### src/hw/pods_consts.vh
// pods_consts.vh: offsets, field positions, reset values and timing counts
// assumes: included by the design files of the pwm offset / driver status block
`ifndef PODS_CONSTS_VH
`define PODS_CONSTS_VH

`define PODS_ADDR_W          7
`define PODS_DRIVER_STATUS_WORD_ADDR 7'h6f
`define PODS_PWM_CONF_ADDR   7'h70

`define PODS_OFS_LSB         0
`define PODS_OFS_MSB         7
`define PODS_OFS_RESET       8'h1e
`define PODS_GRAD_LSB        8
`define PODS_GRAD_MSB        15
`define PODS_GRAD_RESET      8'h00
`define PODS_AUTOSCALE_BIT   18
`define PODS_AUTOGRAD_BIT    19
`define PODS_CONF_RESET      32'h000c001e

`define PODS_STST_BIT        31
`define PODS_OLB_BIT         30
`define PODS_OLA_BIT         29
`define PODS_GROUND_SHORT_FLAG_B_BIT        28
`define PODS_GROUND_SHORT_FLAG_A_BIT        27

`define PODS_STST_CLOCKS     1048576
`define PODS_CS_FULL         5'h1f
`define PODS_CS_DIV_SHIFT    5
`define PODS_GRAD_MUL_SHIFT  8

`endif

### src/hw/pods_idle_timer.v
// pods_idle_timer.v: counts clocks since the last step pulse, flags standstill
// assumes: step_i is a one-cycle pulse synchronous to clock_i
`timescale 1ns/1ps
module pods_idle_timer #(
  parameter IDLE_CLOCKS = 1048576,
  parameter CNT_W       = 21
) (
  // clock and reset
  input  wire clock_i,
  input  wire nrst_i,
  // step event
  input  wire step_i,
  // result
  output wire standstill_o
);
  reg  [CNT_W-1:0] count_reg;
  wire [CNT_W-1:0] limit = IDLE_CLOCKS[CNT_W-1:0];

  always @(posedge clock_i or negedge nrst_i) begin
    if (!nrst_i) begin
      count_reg <= {CNT_W{1'b0}};
    end else if (step_i) begin
      count_reg <= {CNT_W{1'b0}};
    end else if (count_reg != limit) begin
      count_reg <= count_reg + {{(CNT_W-1){1'b0}}, 1'b1};
    end
  end

  assign standstill_o = (count_reg == limit);
endmodule

### src/hw/pods_status_bank.v
// pods_status_bank.v: amplitude offset configuration and upper driver status word
// assumes: register access is a simple synchronous read/write port from the serial
// interface logic; fault detectors and step input are synchronous to clock_i
// limitation: the manual amplitude path is one clock of combinational depth, divider included
// limitation: status bits 26..0 read as zero; their sources live outside this block
`timescale 1ns/1ps
`include "pods_consts.vh"
module pods_status_bank #(
  parameter STST_CLOCKS = `PODS_STST_CLOCKS,
  parameter STEP_W      = 20
) (
  // clock and reset
  input  wire              clock_i,
  input  wire              nrst_i,
  // register port
  input  wire [6:0]        reg_addr_i,
  input  wire              reg_wr_i,
  input  wire [31:0]       reg_wdata_i,
  output reg  [31:0]       reg_rdata_o,
  // off-time setting and disable pin
  input  wire [3:0]        off_time_setting_i,
  input  wire              driver_disable_input_i,
  // motion and regulation state
  input  wire              step_i,
  input  wire [STEP_W-1:0] step_period_measure_i,
  input  wire [4:0]        current_scale_i,
  input  wire              tune_done_i,
  input  wire [7:0]        tuned_gradient_i,
  input  wire [7:0]        auto_amplitude_i,
  input  wire [7:0]        lower_reg_threshold_i,
  // fault detectors
  input  wire              open_load_a_i,
  input  wire              open_load_b_i,
  input  wire              short_gnd_a_i,
  input  wire              short_gnd_b_i,
  // bridge side
  output reg  [7:0]        pwm_amplitude_o,
  output wire              bridge_enable_o,
  output wire [7:0]        pwm_amplitude_offset_o,
  output wire              autoscale_o
);
  reg  [31:0] conf_reg;
  reg  [7:0]  tuned_gradient_value_reg;
  reg         ground_short_flag_a_reg;
  reg         ground_short_flag_b_reg;
  reg  [7:0]  amp_next;
  wire        standstill;
  wire [7:0]  ofs  = conf_reg[`PODS_OFS_MSB:`PODS_OFS_LSB];
  wire [7:0]  grad = conf_reg[`PODS_GRAD_MSB:`PODS_GRAD_LSB];
  wire        autoscale = conf_reg[`PODS_AUTOSCALE_BIT];
  wire        autograd  = conf_reg[`PODS_AUTOGRAD_BIT];
  // the flags clear while the bridge is off by software or by pin
  wire        short_clear = (off_time_setting_i == 4'h0) || driver_disable_input_i;
  // writes to the status address or any other address are dropped without notice
  wire        conf_wr = reg_wr_i && (reg_addr_i == `PODS_PWM_CONF_ADDR);
  wire        short_latched = ground_short_flag_a_reg || ground_short_flag_b_reg;

  // manual amplitude terms, kept wide so saturation sees the true sum
  wire [13:0]      ofs_term    = ofs * ({1'b0, current_scale_i} + 6'h01);
  wire [15:0]      grad_term   = {grad, 8'h00};
  wire [15:0]      div_divisor = step_period_measure_i[15:0];
  wire [15:0]      div_quot;
  // remainder chain of the divider: slot k holds the partial remainder before bit 15-k
  wire [16*17-1:0] div_rem;
  wire [15:0]      grad_div;
  wire [16:0]      amp_sum;
  wire [7:0]       manual_amp;
  wire             period_zero = (step_period_measure_i == {STEP_W{1'b0}});
  // periods of 2^16 clocks and more make the gradient term vanish
  wire             period_long = ((step_period_measure_i >> 16) != {STEP_W{1'b0}});
  // offset zero holds the regulator at its floor so a sagging supply cannot lose control
  wire             floor_hold  = (ofs == 8'h00) && (auto_amplitude_i < lower_reg_threshold_i);
  genvar           k;

  assign div_rem[15:0] = 16'h0000;

  // one compare-and-subtract stage per quotient bit; a restoring divider spelled out
  // keeps the depth visible instead of leaving the divide operator to the tools
  generate
    for (k = 0; k < 16; k = k + 1) begin : g_div
      wire [16:0] shifted = {div_rem[k*16 +: 16], grad_term[15-k]};
      wire        fits    = (shifted >= {1'b0, div_divisor});
      wire [16:0] reduced = shifted - {1'b0, div_divisor};
      assign div_quot[15-k]          = fits;
      assign div_rem[(k+1)*16 +: 16] = fits ? reduced[15:0] : shifted[15:0];
    end
  endgenerate

  // a zero period stands for an infinitely fast step rate, so the term saturates
  assign grad_div   = period_zero ? 16'hffff :
                      period_long ? 16'h0000 :
                      div_quot;
  assign amp_sum    = {8'h00, ofs_term[13:`PODS_CS_DIV_SHIFT]} + {1'b0, grad_div};
  // saturation keeps a fast step rate from wrapping the amplitude back to a small value
  assign manual_amp = (amp_sum > 17'h000ff) ? 8'hff : amp_sum[7:0];

  // the idle count keeps its full width even when a shorter standstill time is set
  pods_idle_timer #(
    .IDLE_CLOCKS (STST_CLOCKS),
    .CNT_W       (21)
  ) u_idle (
    .clock_i      (clock_i),
    .nrst_i       (nrst_i),
    .step_i       (step_i),
    .standstill_o (standstill)
  );

  // the full word is stored so fields handled elsewhere read back as written
  always @(posedge clock_i or negedge nrst_i) begin
    if (!nrst_i) begin
      conf_reg <= `PODS_CONF_RESET;
    end else if (conf_wr) begin
      conf_reg <= reg_wdata_i;
    end
  end

  // with autograd off the tuned value follows the user gradient
  always @(posedge clock_i or negedge nrst_i) begin
    if (!nrst_i) begin
      tuned_gradient_value_reg <= `PODS_GRAD_RESET;
    end else if (!autograd || !autoscale) begin
      tuned_gradient_value_reg <= grad;
    end else if (tune_done_i) begin
      tuned_gradient_value_reg <= tuned_gradient_i;
    end
  end

  // set wins over clear so a fault in the clearing cycle is kept
  always @(posedge clock_i or negedge nrst_i) begin
    if (!nrst_i) begin
      ground_short_flag_a_reg <= 1'b0;
    end else if (short_gnd_a_i) begin
      ground_short_flag_a_reg <= 1'b1;
    end else if (short_clear) begin
      ground_short_flag_a_reg <= 1'b0;
    end
  end

  always @(posedge clock_i or negedge nrst_i) begin
    if (!nrst_i) begin
      ground_short_flag_b_reg <= 1'b0;
    end else if (short_gnd_b_i) begin
      ground_short_flag_b_reg <= 1'b1;
    end else if (short_clear) begin
      ground_short_flag_b_reg <= 1'b0;
    end
  end

  // open-load inputs deliberately absent here: they never stop the bridge
  assign bridge_enable_o = !short_latched && !short_clear;

  always @* begin
    if (!autoscale) begin
      amp_next = manual_amp;
    end else if (floor_hold) begin
      amp_next = lower_reg_threshold_i;
    end else begin
      amp_next = auto_amplitude_i;
    end
  end

  // registered so the bridge sees one settled amplitude per clock
  always @(posedge clock_i or negedge nrst_i) begin
    if (!nrst_i) begin
      pwm_amplitude_o <= 8'h00;
    end else begin
      pwm_amplitude_o <= amp_next;
    end
  end

  // status word: live open-load levels above the sticky short flags
  wire [31:0] status_word = {standstill,
                             open_load_b_i,
                             open_load_a_i,
                             ground_short_flag_b_reg,
                             ground_short_flag_a_reg,
                             27'h0000000};
  // bits 15..8 read back the tuned gradient, which follows the value last written while autograd or autoscale is off
  wire [31:0] conf_word   = {conf_reg[31:16], tuned_gradient_value_reg, conf_reg[7:0]};
  reg  [31:0] rdata_next;

  always @* begin
    case (reg_addr_i)
      `PODS_DRIVER_STATUS_WORD_ADDR: begin
        rdata_next = status_word;
      end
      `PODS_PWM_CONF_ADDR: begin
        rdata_next = conf_word;
      end
      default: begin
        rdata_next = 32'h00000000;
      end
    endcase
  end

  // read data are registered, so an address change shows one clock later
  always @(posedge clock_i or negedge nrst_i) begin
    if (!nrst_i) begin
      reg_rdata_o <= 32'h00000000;
    end else begin
      reg_rdata_o <= rdata_next;
    end
  end

  assign pwm_amplitude_offset_o = ofs;
  assign autoscale_o            = autoscale;
endmodule

### config.mk
export PLATFORM = sky130hd
export DESIGN_NAME = pods_status_bank
export DESIGN_NICKNAME = d
export VERILOG_FILES = /design/src/hw/pods_idle_timer.v /design/src/hw/pods_status_bank.v
export VERILOG_INCLUDE_DIRS = /design/src /design/src/hw
export SDC_FILE = /design/constraint.sdc
export NUM_CORES = 1
export LEC_CHECK = 0
export BUFFER_PORTS_ARGS = -buffer_cell sky130_fd_sc_hd__buf_4
export CAP_MARGIN = 0
export CORE_ASPECT_RATIO = 1.75
export CORE_UTILIZATION = 50
export CTS_CLUSTER_DIAMETER = 100
export DETAILED_ROUTE_END_ITERATION = 16
export HOLD_SLACK_MARGIN = 0.06
export PLACE_DENSITY = 0.68
export SYNTH_ARGS = -nofsm -noshare
export SYNTH_HDL_FRONTEND = slang
export SYNTH_SLANG_ARGS = --single-unit
### constraint.sdc
create_clock -name clock_i -period 65.3 [get_ports clock_i]
set_clock_uncertainty 0.2 [all_clocks]
set_input_delay 6.53 -clock clock_i [delete_from_list [all_inputs] [get_ports clock_i]]
set_output_delay 6.53 -clock clock_i [all_outputs]
set_load 0.03 [all_outputs]
; ---- After elaboration in Yosys (flattened, before gate mapping)
; Cells that the tools add are included.
[word_totals]
register_bits = 103
input_bits = 102
output_inout_bits = 50
elab_cells = 94
[op_classes]
add_sub_neg = 18
mul = 1
magnitude_cmp = 18
n_eq_ne = 4
muxes = 28
reduce_logical = 18
[op_table]
columns = cell, count
row1 = $mux 16, 17
row2 = $ge 17x16->1, 15
row3 = $sub 16x16->16, 14
row4 = $pmux 32 s2, 1
row5 = $mux 21, 2
row6 = $mux 8, 5
row7 = $add 21x1->21 const B, 1
row8 = $eq 21x21->1 const B, 1
row9 = $ne 21x21->1 const B, 1
row10 = $logic_not 20->1, 1
row11 = $reduce_bool 20->1, 1
row12 = $add 9x16->17, 1
row13 = $gt 17x8->1 const B, 1
row14 = $ge 1x16->1, 1
row15 = $sub 1x16->16, 1
row16 = $eq 7x7->1 const B, 2
row17 = $mul 8x6->14, 1
row18 = $logic_not 8->1, 1
row19 = $lt 8x8->1, 1
row20 = $reduce_bool 2->1, 4
row21 = $add 5x1->6 const B, 1
row22 = $logic_not 1->1, 4
row23 = $logic_not 4->1, 1
row24 = $logic_and 1x1->1, 3
row25 = other kinds (2), 6

; ---- Logic depth before layout (Yosys ltp)
; Gate-level depths: netlist of the first run.
[logic_depth]
depth_word = 37
mapped_depth = 278
mapped_depth_nobuf = 259

; ---- By module
; Synthesis of the first run repeated with hierarchy kept, for this count alone.
[hier_totals]
hier_cells = 2432
area_unflattened_um2 = 19488.7
[by_module_without_submodules]
columns = module, n_inst, cells_each, area_each_um2, seq_area_each_um2
row1 = pods_status_bank, 1, 2310, 18372.6, 2059.5
row2 = pods_idle_timer, 1, 122, 1116.1, 525.5

; ---- Worst setup path before layout of the first run
; Ideal clock, no wire load.
[synth_timing]
path_kind = in2reg
startpoint = input port step_period_measure_i[1]
endpoint = register pwm_amplitude_o[2]
setup_ns = 0.136
arrival_ns = 53.892
t_required_ns = 64.964
setup_slack_ns = 11.072
cell_stages = 261
path_buffers = 25
path_cell_list = inv_1 ha_1 a21oi_1 clkbuf_1 nor4_1 ha_1 and2_1 a221oi_2 o21ai_2 a311oi_2 and2_0 clkbuf_2 clkbuf_1 mux2i_1 ha_1 o211ai_1 a21oi_1 o211a_1 (+225 left out) fa_1 a21oi_1 nor2_1 nor2_1 o21bai_1 a21oi_1 nor2b_1 o21ai_0 nand2b_1 and2_1 nor2_1 nor3_1 o21ai_0 nand2_1 a21oi_1 nand2_1 nor2_1 a21oi_1
[synth_between]
elab_chain_len = 37
word_cells_on_any_way = 53
cone_classes = add/sub: 16 / order compare: 17 / mux: 19 / reduce/logical: 1
[synth_rtl]
columns = item, line
row1 = start: declaration, pods_status_bank.v:25  ; input wire [STEP_W-1:0] step_period_measure_i,
row2 = $sub 1x16->16 / $ge 1x16->1 (equally long branches), "pods_status_bank.v:83, pods_status_bank.v:82"
row3 = $mux 16, pods_status_bank.v:85  ; assign div_rem[(k+1)*16 +: 16] = fits ? reduced[15:0] : shifted[15:0];
row4 = $sub 16x16->16 / $ge 17x16->1 (equally long branches), "pods_status_bank.v:83, pods_status_bank.v:82"
row5 = $mux 16, pods_status_bank.v:85
row6 = $sub 16x16->16 / $ge 17x16->1 (equally long branches), "pods_status_bank.v:83, pods_status_bank.v:82"
row7 = $mux 16, pods_status_bank.v:85
row8 = $sub 16x16->16 / $ge 17x16->1 (equally long branches), "pods_status_bank.v:83, pods_status_bank.v:82"
row9 = $mux 16, pods_status_bank.v:85
row10 = (+22 left out), -
row11 = $ge 17x16->1, pods_status_bank.v:82  ; wire fits = (shifted >= {1'b0, div_divisor});
row12 = $mux 16, pods_status_bank.v:91  ; period_long ? 16'h0000 :
row13 = $mux 16 (*), pods_status_bank.v:90  ; assign grad_div = period_zero ? 16'hffff :
row14 = $add 9x16->17 (*), pods_status_bank.v:93  ; assign amp_sum = {8'h00, ofs_term[13:`PODS_CS_DIV_SHIFT]} + {1'b0, grad_div};
row15 = $gt 17x8->1, pods_status_bank.v:95  ; assign manual_amp = (amp_sum > 17'h000ff) ? 8'hff : amp_sum[7:0];
row16 = $mux 8 (*), pods_status_bank.v:95
row17 = $mux 8 (*), pods_status_bank.v:153  ; if (!autoscale) begin
row18 = via amp_next[2], pods_status_bank.v:46  ; reg [7:0] amp_next;
row19 = end signal: assignment, pods_status_bank.v:167  ; pwm_amplitude_o <= amp_next;
row20 = end: declaration, pods_status_bank.v:37  ; output reg [7:0] pwm_amplitude_o,
; Mark *: on every way through the listed nets, which the timed path passes. The rest lies on a longest branch.
; A chain may end at the register's enable or synchronous reset.

; ---- Worst setup path in the final report of the first run
[layout_timing]
startpoint = input port step_period_measure_i[1]
endpoint = register pwm_amplitude_o[7]
; Same word-level chain as after synthesis.

==> results.ini, run 1 <==
[die]
dieArea_mm2=0.03983
rows=95
dieWidth_um=151.3
ios=152
die_h_um=263.3
start_util_pct=50.79
core_mm2=0.03839

[cts]
cts_tree=done
clockBufferDepth=2
clkSinkCount=103
cts_max_level=3
postCtsSetupBuffers=0
cts_hold_buffers=0
clock_latency_ns=0.36
clkSlewWorstSetupHoldPaths_ns=0.08
cts_buffers=9
cts_root_buf=clkbuf_16

[power_and_ir_drop]
pwr-share-comb_pct=70.0
intPower_uw=231.8
total_leakage_power_nw=10.79
power_per_cell_area_mw_per_mm2=19.75
clkPwrFrac_pct=13.2
sw_frac_of_total_pct=45.44
power_switching_uw=193.0
pwr-share-seq_pct=16.8
peakVddDrop_uv=19.95
power_uw=424.9

[hold_path]
min_path_type=flip-flop to flip-flop

[final_layout]
syn2layout_area_growth_pct=10.34
stdcell_count=3088
final_layout_size_suffix_gt1_share_pct=15.71
finalInstanceArea_mm2=0.02152
diodes=0
fillers=3628
finalNetCount=3006

[global_route]
grt-busiest-layer=met2
grt_pass1_wl_mm=96.05
antenna_found_initial=0
grt_pass1_vias=19090
grt_use_met1_pct=32.38
met3_usage_pct=2.721
gr-usage-met2_pct=55.04
gr-total-overflow=0
grt_usage_pct=30.80
grt_max_degree=81

[worst_setup_path]
end_kind=flip-flop
cp_slowest_stage_delay_ns=0.75
start_kind=input pin
critPathMaxFanout=25
path_class=input pin to flip-flop
worst_path_dominant_cell_family=compound AO/OA/AOI/OAI gates
required_ns=65.32
worst-path-buf-inv=8
cp_common_cell=o21ai_0
slowest_stage=a221oi_2
worstPathArrival_ns=59.79

[timing]
min_period_over_period_pct=91.53
slew-limit-headroom_pct=28.30
fin_tns_setup_ns=0
rsz0062_at_grt=false
timing.fmax_mhz=16.73
slew_violations=0
tightest_slew_ns=1.074
setup_slack_ns=5.531
fin_crit_ns=59.77
hold_viol=0
setup_violations=0

[drt]
firstDrtPassIters=5
wl_per_cell_um=20.03
drcViolationCount=0
wirelength_mm=61.86
drtIter0Drc=871
via_per_inst=6.216
ant_nets=0
num_vias=19200

[logic_synthesis]
netlist_area_mm2=0.01950
yosys_warnings=0
syn_inst=2479
synthDistinctLibCells=97
synth-edff-count=0
ys.flop_type=dfrtp_1
avgSynthCellArea_um2=7.867
synth_nets=2887
ys_async_sr_fraction_pct=100.0
ys_seq_area_share_pct=13.26
ys_seq_elements=103

[status]
status=finished clean

[placement]
dpl.cell_count=3072
dp_slack_ns=2.588
place_congestion=0.9713
dpl_cell_area_mm2=0.02113
dpl.hpwl_mm=49.47
portBuffers=151

[flow_run]
drv_cap=0

## cells in the final DEF, fill, tap and decap left out, types with 15 or more instances in the layout
cell type and instances:
nand4_1 50, nor2b_1 57, a21o_1 52, mux2i_1 37, nand2_1 176, buf_4 174
inv_1 159, o21a_1 44, nor2_1 229, a211oi_1 17, nand3_1 49, a21boi_0 38
nor4_1 30, o21ai_0 163, and3_1 22, fa_1 33, mux2_2 148, dfrtp_1 97
xor2_1 53, xnor2_1 100, nor3_1 59, nand2b_1 46, and2_1 58, ha_1 273
a21oi_1 193, or3_1 15
## power groups by stage
stage	registers (mW)	logic, mW	clock network (mW)
4_1_cts	0.0715	0.295	0.0576
5_1_grt	0.0720	0.329	0.0600
6_report	0.0714	0.297	0.0560
2_1_floorplan	0.0738	0.221	0
3_3_place_gp	0.0727	0.286	0
3_5_place_dp	0.0728	0.292	0
## logic make-up after synthesis
family	share of synthesized area, %
muxes	11.15
adders and majority gates	20.90
and+or+nand+nor	21.90
buffers and inverters	4.754
xor gates and xnor gates	6.872
AOI/OAI and AO/OA	21.16
DFF	13.26
## cell type report
type / count / area, µm² / area share (%)
Clock buffer: 9 / 225.2 / 1.047
Clock inverter: 7 / 86.33 / 0.4012
Inverter: 161 / 604.3 / 2.809
Multi-Input combinational cell: 2149 / 16100 / 74.84
Sequential cell: 103 / 2585 / 12.01
Tap cell: 485 / 606.8 / 2.820
Timing Repair Buffer: 174 / 1306 / 6.071
## metrics by stage
stage	hold WS, ns	util, %
after floorplan	0.2474	-
after global placement	0.2539	55.02
after detailed placement	0.2583	55.02
after CTS	0.2773	55.84
after global routing	0.2932	56.04
final	0.2744	56.04
## synth_stat cells, types with 33 or more instances
| cell | number | share of area [%] |
|---|---|---|
| a21boi_0 | 38 | 1.5 |
| mux2_2 | 148 | 8.5 |
| xnor2_1 | 100 | 4.5 |
| nand2b_1 | 46 | 1.5 |
| a21o_1 | 52 | 2.0 |
| nor3_1 | 60 | 1.5 |
| fa_1 | 33 | 3.4 |
| dfrtp_1 | 97 | 12 |
| nand4_1 | 50 | 1.6 |
| clkbuf_1 | 35 | 0.67 |
| xor2_1 | 53 | 2.4 |
| a21oi_1 | 194 | 5.0 |
| o21ai_0 | 167 | 4.3 |
| ha_1 | 273 | 18 |
| nand3_1 | 50 | 1.3 |
| mux2i_1 | 38 | 2.0 |
| o21a_1 | 44 | 1.7 |
| nor2_1 | 232 | 4.5 |
| and2_1 | 59 | 1.9 |
| inv_1 | 159 | 3.1 |
| nand2_1 | 177 | 3.4 |
| nor2b_1 | 57 | 1.8 |
## path summary, 6_finish.rpt
kind / start / endpoint / slack, ns / cells past startpoint
max: step_period_measure_i[1] / pwm_amplitude_o[7] / 5.53 / 241
min: conf_reg[16] / reg_rdata_o[16] / 0.27 / 1
max reg2reg: conf_reg[15] / pwm_amplitude_o[7] / 11.58 / 241
min reg2reg: conf_reg[16] / reg_rdata_o[16] / 0.27 / 1
max in group asynchronous: nrst_i / pwm_amplitude_o[6] / 57.76 / 2
min in group asynchronous: nrst_i / u_idle.count_reg[4] / 5.86 / 1
## repair_timing
item                       4_1_cts  5_1_grt
hold endpoints to repair         0        0
gates resized for setup          0       24
setup endpoints to repair        0        8
## per-layer routing
| layer | up-vias | wire length (µm) |
|---|---|---|
| met4 | 0 | 5239 |
| met1 | 8994 | 22520 |
| met5 | - | 0 |
| met3 | 264 | 3359 |
| li1 | 9238 | - |
| met2 | 700 | 30740 |
Power figures use the tool's default switching activity.
==> inputs of run 2 (changes only) <==
MAX_ROUTING_LAYER = met4   (was not set)
==> run 2 against run 1 <==
Compared with the run above: via count fell by 0.55%; combinational power barely moved; cell count barely moved; worst hold slack got worse by 0.0018 ns; worst setup slack got worse by 0.50 ns; register-to-register slack got worse by 0.59 ns; highest routed layer unchanged; clock-buffer cell count rose by 1; power fell by 1.0%; utilization barely moved.
==> results.ini, run 2 (synthesis results as in run 1) <==
[power_and_ir_drop]
power_uw=420.5  ; was 424.9 µW
peakVddDrop_uv=16.91  ; was 19.95 µV
total_leakage_power_nw=10.76  ; was 10.79 nW
power_per_cell_area_mw_per_mm2=19.56  ; was 19.75 mW/mm²

[timing]
slew-limit-headroom_pct=29.51  ; was 28.30%
setup_slack_ns=5.029  ; was 5.531 ns
slew_violations=0  ; unchanged
timing.fmax_mhz=16.59  ; was 16.73 MHz
min_period_over_period_pct=92.30  ; was 91.53%
fin_crit_ns=60.27  ; was 59.77 ns
setup_violations=0  ; unchanged
tightest_slew_ns=1.056  ; was 1.074 ns
hold_viol=0  ; unchanged

[die]
ios=152  ; unchanged
core_mm2=0.03839  ; unchanged
dieWidth_um=151.3  ; unchanged
rows=95  ; unchanged
dieArea_mm2=0.03983  ; unchanged
start_util_pct=50.79  ; unchanged
die_h_um=263.3  ; unchanged

[hold_path]
hp-start=conf_reg[17]  ; was conf_reg[16]
hold_end=reg_rdata_o[17]  ; was reg_rdata_o[16]
worstHoldPathCells=1  ; unchanged
min_path_type=flip-flop to flip-flop  ; unchanged

[final_layout]
final_layout_size_suffix_gt1_share_pct=15.67  ; was 15.71%
layout_commonest_cell=ha_1  ; unchanged
most-common-layout-cells=273 x ha_1, 228 x nor2_1, 193 x a21oi_1  ; was 273 x ha_1, 229 x nor2_1, 193 x a21oi_1
stdcell_count=3091  ; was 3,088
finalInstanceArea_mm2=0.02150  ; was 0.02152 mm²
syn2layout_area_growth_pct=10.24  ; was 10.34%
finalNetCount=3006  ; unchanged

[global_route]
grt_max_degree=63  ; was 81
grt_pass1_vias=19270  ; was 19,090
antenna_found_initial=2  ; was 0
gr-total-overflow=0  ; unchanged
grt_usage_pct=32.33  ; was 30.80%
grt_pass1_wl_mm=97.60  ; was 96.05 mm

[cts]
clock_latency_ns=0.36  ; about the same
clockBufferDepth=2  ; unchanged
cts_tree=done  ; unchanged
cts_hold_buffers=0  ; unchanged
cts_max_level=3  ; unchanged
cts_buffers=9  ; unchanged
clkSinkCount=103  ; unchanged
cts_root_buf=clkbuf_16  ; unchanged
clkSlewWorstSetupHoldPaths_ns=0.07  ; was 0.08 ns

[drt]
drtIter0Drc=966  ; was 871
drcViolationCount=0  ; unchanged
ant_nets=0  ; unchanged
wirelength_mm=62.73  ; was 61.86 mm
wl_per_cell_um=20.29  ; was 20.03 µm
firstDrtPassIters=5  ; unchanged
via_per_inst=6.176  ; was 6.216
num_vias=19090  ; was 19,200

[worst_setup_path]
slowest_stage=or3_1  ; was a221oi_2
cp_common_cell=o21ai_0  ; unchanged
required_ns=65.32  ; about the same
end_kind=flip-flop  ; unchanged
worstPathArrival_ns=60.29  ; was 59.79 ns
cp_slowest_stage_delay_ns=0.71  ; was 0.75 ns
r2r_slack_ns=10.99  ; was 11.58 ns
regToRegStartpoint=conf_reg[15]  ; unchanged
start_kind=input pin  ; unchanged
path_class=input pin to flip-flop  ; unchanged
critPathMaxFanout=29  ; was 25
reg2reg_depth=244  ; was 241
reg2reg_to=pwm_amplitude_o[5]  ; was pwm_amplitude_o[7]

[placement]
dpl.hpwl_mm=50.42  ; was 49.47 mm
dp_slack_ns=2.374  ; was 2.588 ns
dpl.cell_count=3072  ; unchanged
place_congestion=1.014  ; was 0.9713
portBuffers=151  ; unchanged
dpl_cell_area_mm2=0.02113  ; unchanged

[flow_run]
drv_cap=0  ; unchanged

[status]
status=finished clean  ; unchanged

[run 2: changes by cell type in the layout (fill, tap and decap cells not counted), sizes merged]
cell	change
inv	-1
bufinv	-1
clkbuf	+1
diode	+3
clkinvlp	+1
[run 2: power breakdown]
group | internal [mW] | switching, mW
registers | 0.0678 | 0.00372
logic | 0.133 | 0.165
clock network | 0.0265 | 0.0245
total | 0.227 | 0.193
[run 2: per-layer routing]
| layer | global-route usage (%) | routed length, µm |
|---|---|---|
| met3 | 3.033 | 2639 |
| met1 | 33.10 | 23480 |
| met2 | 57.68 | 32300 |
| met5 | - | 0 |
| met4 | 20.54 | 4306 |
[run 2: critical path, delay by kind of cell]
| kind | cells | cell delay, ns |
|---|---|---|
| multiplexers | 5 | 1.91 |
| AND/OR/NAND/NOR | 62 | 12.71 |
| buffers and inverters | 8 | 1.13 |
| AO/OA/AOI/OAI | 149 | 32.06 |
| XOR/XNOR | 2 | 0.41 |
| adder cells (fa/ha/maj) | 18 | 5.50 |
[run 2: repair_timing]
action,4_1_cts,5_1_grt
endpoints found under the setup margin,0,8
gates resized for setup,0,23
buffers inserted,0,0
[run 2: cell type report]
type	instances	area, µm²
diodes	3	7.507
clock buffers	10	229.0
clock inverters	6	55.05
fillers	3682	16900
inverters	161	604.3
multi-input cells	2149	16100
flip-flops and latches	103	2585
well taps	485	606.8
repair buffers	174	1306
[run 2: worst max-delay path by stage]
stage | startpoint | end | slack [ns]
after global placement | step_period_measure_i[0] | pwm_amplitude_o[5] | 4.07
after global routing | step_period_measure_i[3] | pwm_amplitude_o[7] | -0.16
after CTS | step_period_measure_i[0] | pwm_amplitude_o[3] | 2.48
after floorplan | step_period_measure_i[1] | pwm_amplitude_o[2] | 11.07
after detailed placement | step_period_measure_i[0] | pwm_amplitude_o[3] | 2.37
final | step_period_measure_i[0] | pwm_amplitude_o[5] | 5.03
[run 2: per-stage QoR]
stage	hold WS [ns]	util [%]	TNS, ns
floorplan	0.2474	-	0
global placement	0.2546	55.02	0
detailed placement	0.2615	55.02	0
CTS	0.2729	55.76	0
global route	0.2910	55.99	-1.080
finish	0.2726	55.99	0
==> inputs of run 3 (changes only) <==
CORE_MARGIN = 1.5   (was not set)
CTS_BUF_LIST = sky130_fd_sc_hd__clkbuf_2 sky130_fd_sc_hd__clkbuf_4 sky130_fd_sc_hd__clkbuf_8   (was not set)
==> run 3 against run 2 <==
Compared with the run above: via count up 0.76%; cell area down 0.30%; clock power down 27%; fmax up 0.26%; sequential power about the same; register-to-register slack better by 0.24 ns; die area up 1.0%; cell count up 0.19%; sequential share of layout area about the same; non-clock buffer count up 9; highest routed layer unchanged.
==> results.ini, run 3 (synthesis results as in run 1) <==
[final_layout]
syn2layout_area_growth_pct=9.913  ; was 10.24%
diodes=0  ; was 3
layout_commonest_cell=ha_1  ; unchanged
final_layout_size_suffix_gt1_share_pct=15.93  ; was 15.67%
stdcell_count=3097  ; was 3,091
most-common-layout-cells=273 x ha_1, 230 x nor2_1, 193 x a21oi_1  ; was 273 x ha_1, 228 x nor2_1, 193 x a21oi_1
finalNetCount=3015  ; was 3,006

[global_route]
gr-total-overflow=0  ; unchanged
grt_pass1_wl_mm=99.79  ; was 97.60 mm
antenna_found_initial=0  ; was 2
grt_pass1_vias=19570  ; was 19,270
grt_max_degree=76  ; was 63
grt_usage_pct=31.93  ; was 32.33%

[status]
status=finished clean  ; unchanged

[worst_setup_path]
cp_common_cell=o21ai_0  ; unchanged
slowest_stage=or3_1  ; unchanged
start_kind=input pin  ; unchanged
end_kind=flip-flop  ; unchanged
required_ns=65.35  ; was 65.32 ns
path_class=input pin to flip-flop  ; unchanged
r2r_slack_ns=11.23  ; was 10.99 ns
cp_slowest_stage_delay_ns=0.71  ; about the same
reg2reg_depth=242  ; was 244
critPathMaxFanout=25  ; was 29
startpoint=step_period_measure_i[12]  ; was step_period_measure_i[0]
worstPathArrival_ns=60.17  ; was 60.29 ns
regToRegStartpoint=conf_reg[15]  ; unchanged

[power_and_ir_drop]
power_switching_uw=191.9  ; was 193.0 µW
pwr-share-comb_pct=73.4  ; was 70.9%
power_per_cell_area_mw_per_mm2=19.05  ; was 19.56 mW/mm²
total_leakage_power_nw=10.74  ; was 10.76 nW
intPower_uw=216.5  ; was 227.5 µW
pwr-share-seq_pct=17.5  ; was 17.0%
sw_frac_of_total_pct=46.99  ; was 45.90%
peakVddDrop_uv=19.54  ; was 16.91 µV
power_uw=408.3  ; was 420.5 µW
clkPwrFrac_pct=9.1  ; was 12.1%

[hold_path]
hp-start=conf_reg[24]  ; was conf_reg[17]
worstHoldPathCells=1  ; unchanged
min_path_type=flip-flop to flip-flop  ; unchanged

[timing]
fin_crit_ns=60.11  ; was 60.27 ns
min_period_over_period_pct=92.06  ; was 92.30%
timing.fmax_mhz=16.63  ; was 16.59 MHz
whs_ns=0.2789  ; was 0.2726 ns
hold_viol=0  ; unchanged
slew-limit-headroom_pct=33.62  ; was 29.51%
slew_violations=0  ; unchanged
setup_violations=0  ; unchanged
fin_tns_setup_ns=0  ; unchanged
tightest_slew_ns=0.9948  ; was 1.056 ns
rsz0062_at_grt=false

[drt]
wirelength_mm=63.82  ; was 62.73 mm
drtIter0Drc=1086  ; was 966
firstDrtPassIters=5  ; unchanged
ant_nets=0  ; unchanged
num_vias=19240  ; was 19,090
wl_per_cell_um=20.61  ; was 20.29 µm
via_per_inst=6.211  ; was 6.176
drcViolationCount=0  ; unchanged

[die]
dieWidth_um=152.3  ; was 151.3 µm
start_util_pct=50.79  ; unchanged
core_mm2=0.03839  ; unchanged
rows=95  ; unchanged
dieArea_mm2=0.04024  ; was 0.03983 mm²
die_h_um=264.3  ; was 263.3 µm
ios=152  ; unchanged

[cts]
cts_tree=done  ; unchanged
cts_buffers=9  ; unchanged
clkSlewWorstSetupHoldPaths_ns=0.09  ; was 0.07 ns
clockBufferDepth=2  ; unchanged
cts_root_buf=clkbuf_8  ; was clkbuf_16
cts_max_level=3  ; unchanged
clock_latency_ns=0.38  ; was 0.36 ns
cts_hold_buffers=0  ; unchanged
clkSinkCount=103  ; unchanged

[flow_run]
drv_cap=0  ; unchanged

[placement]
dpl.cell_count=3075  ; was 3,072
place_congestion=1.009  ; was 1.014
portBuffers=151  ; unchanged
dpl.hpwl_mm=51.31  ; was 50.42 mm

==> run 3: cell count changes in the layout (fill, tap and decap cells not counted), moves of 3 or more <==
cell	before	now
buf_4	174	183
clkbuf_16	9	0
clkbuf_8	0	9
diode_2	3	0
==> run 3: worst max-delay path, delay by kind of cell <==
kind                       cells  cell delay, ns
AOI/OAI and AO/OA            149           32.14
and+or+nand+nor               58           12.68
buffers and inverters          9            1.19
muxes                          6            2.17
adders and majority gates     16            5.12
xor gates and xnor gates       1            0.18
==> run 3: power by group through the flow <==
| stage | registers [mW] | logic (mW) | clock network, mW |
|---|---|---|---|
| floorplan | 0.0738 | 0.221 | 0 |
| global placement | 0.0727 | 0.288 | 0 |
| detailed placement | 0.0728 | 0.294 | 0 |
| CTS | 0.0715 | 0.296 | 0.0392 |
| global route | 0.0720 | 0.330 | 0.0409 |
| finish | 0.0715 | 0.300 | 0.0372 |
==> run 3: what timing repair did <==
item / 4_1_cts / 5_1_grt
endpoints found under the setup margin: 0 / 8
resized for setup: 0 / 22
buffers inserted: 0 / 6
==> run 3: through the flow <==
step                      utilization (%)  setup slack [ns]  cell area (µm²)
final                               55.83             5.185            21430
after CTS                           55.55             2.987            21330
after global placement              55.08             4.146            21150
after global routing                55.83           0.04714            21430
after detailed placement            55.08             2.757            21150
after floorplan                         -             11.07            19500
==> run 3: worst paths after layout <==
kind	endpoint
min in group asynchronous	u_idle.count_reg[18]
setup / recovery	pwm_amplitude_o[7]
hold / removal	reg_rdata_o[24]
setup reg to reg	pwm_amplitude_o[7]
max in group asynchronous	pwm_amplitude_o[0]
hold reg to reg	reg_rdata_o[24]
==> run 3: cell type report <==
type                            instances  area (µm²)
Clock buffer                           11       138.9
Clock inverter                          5       41.29
Fill cell                            3630       16960
Inverter                              161       604.3
Multi-Input combinational cell       2149       16080
Sequential cell                       103        2585
Tap cell                              485       606.8
Timing Repair Buffer                  183        1374
==> run 3: routing by layer <==
metal,GRT usage (%),part of all wire [%],wire [µm]
met2,57.88,51,32400
met5,-,0,0
met1,32.08,37,23350
met3,2.838,4.4,2802
met4,22.38,8.3,5269
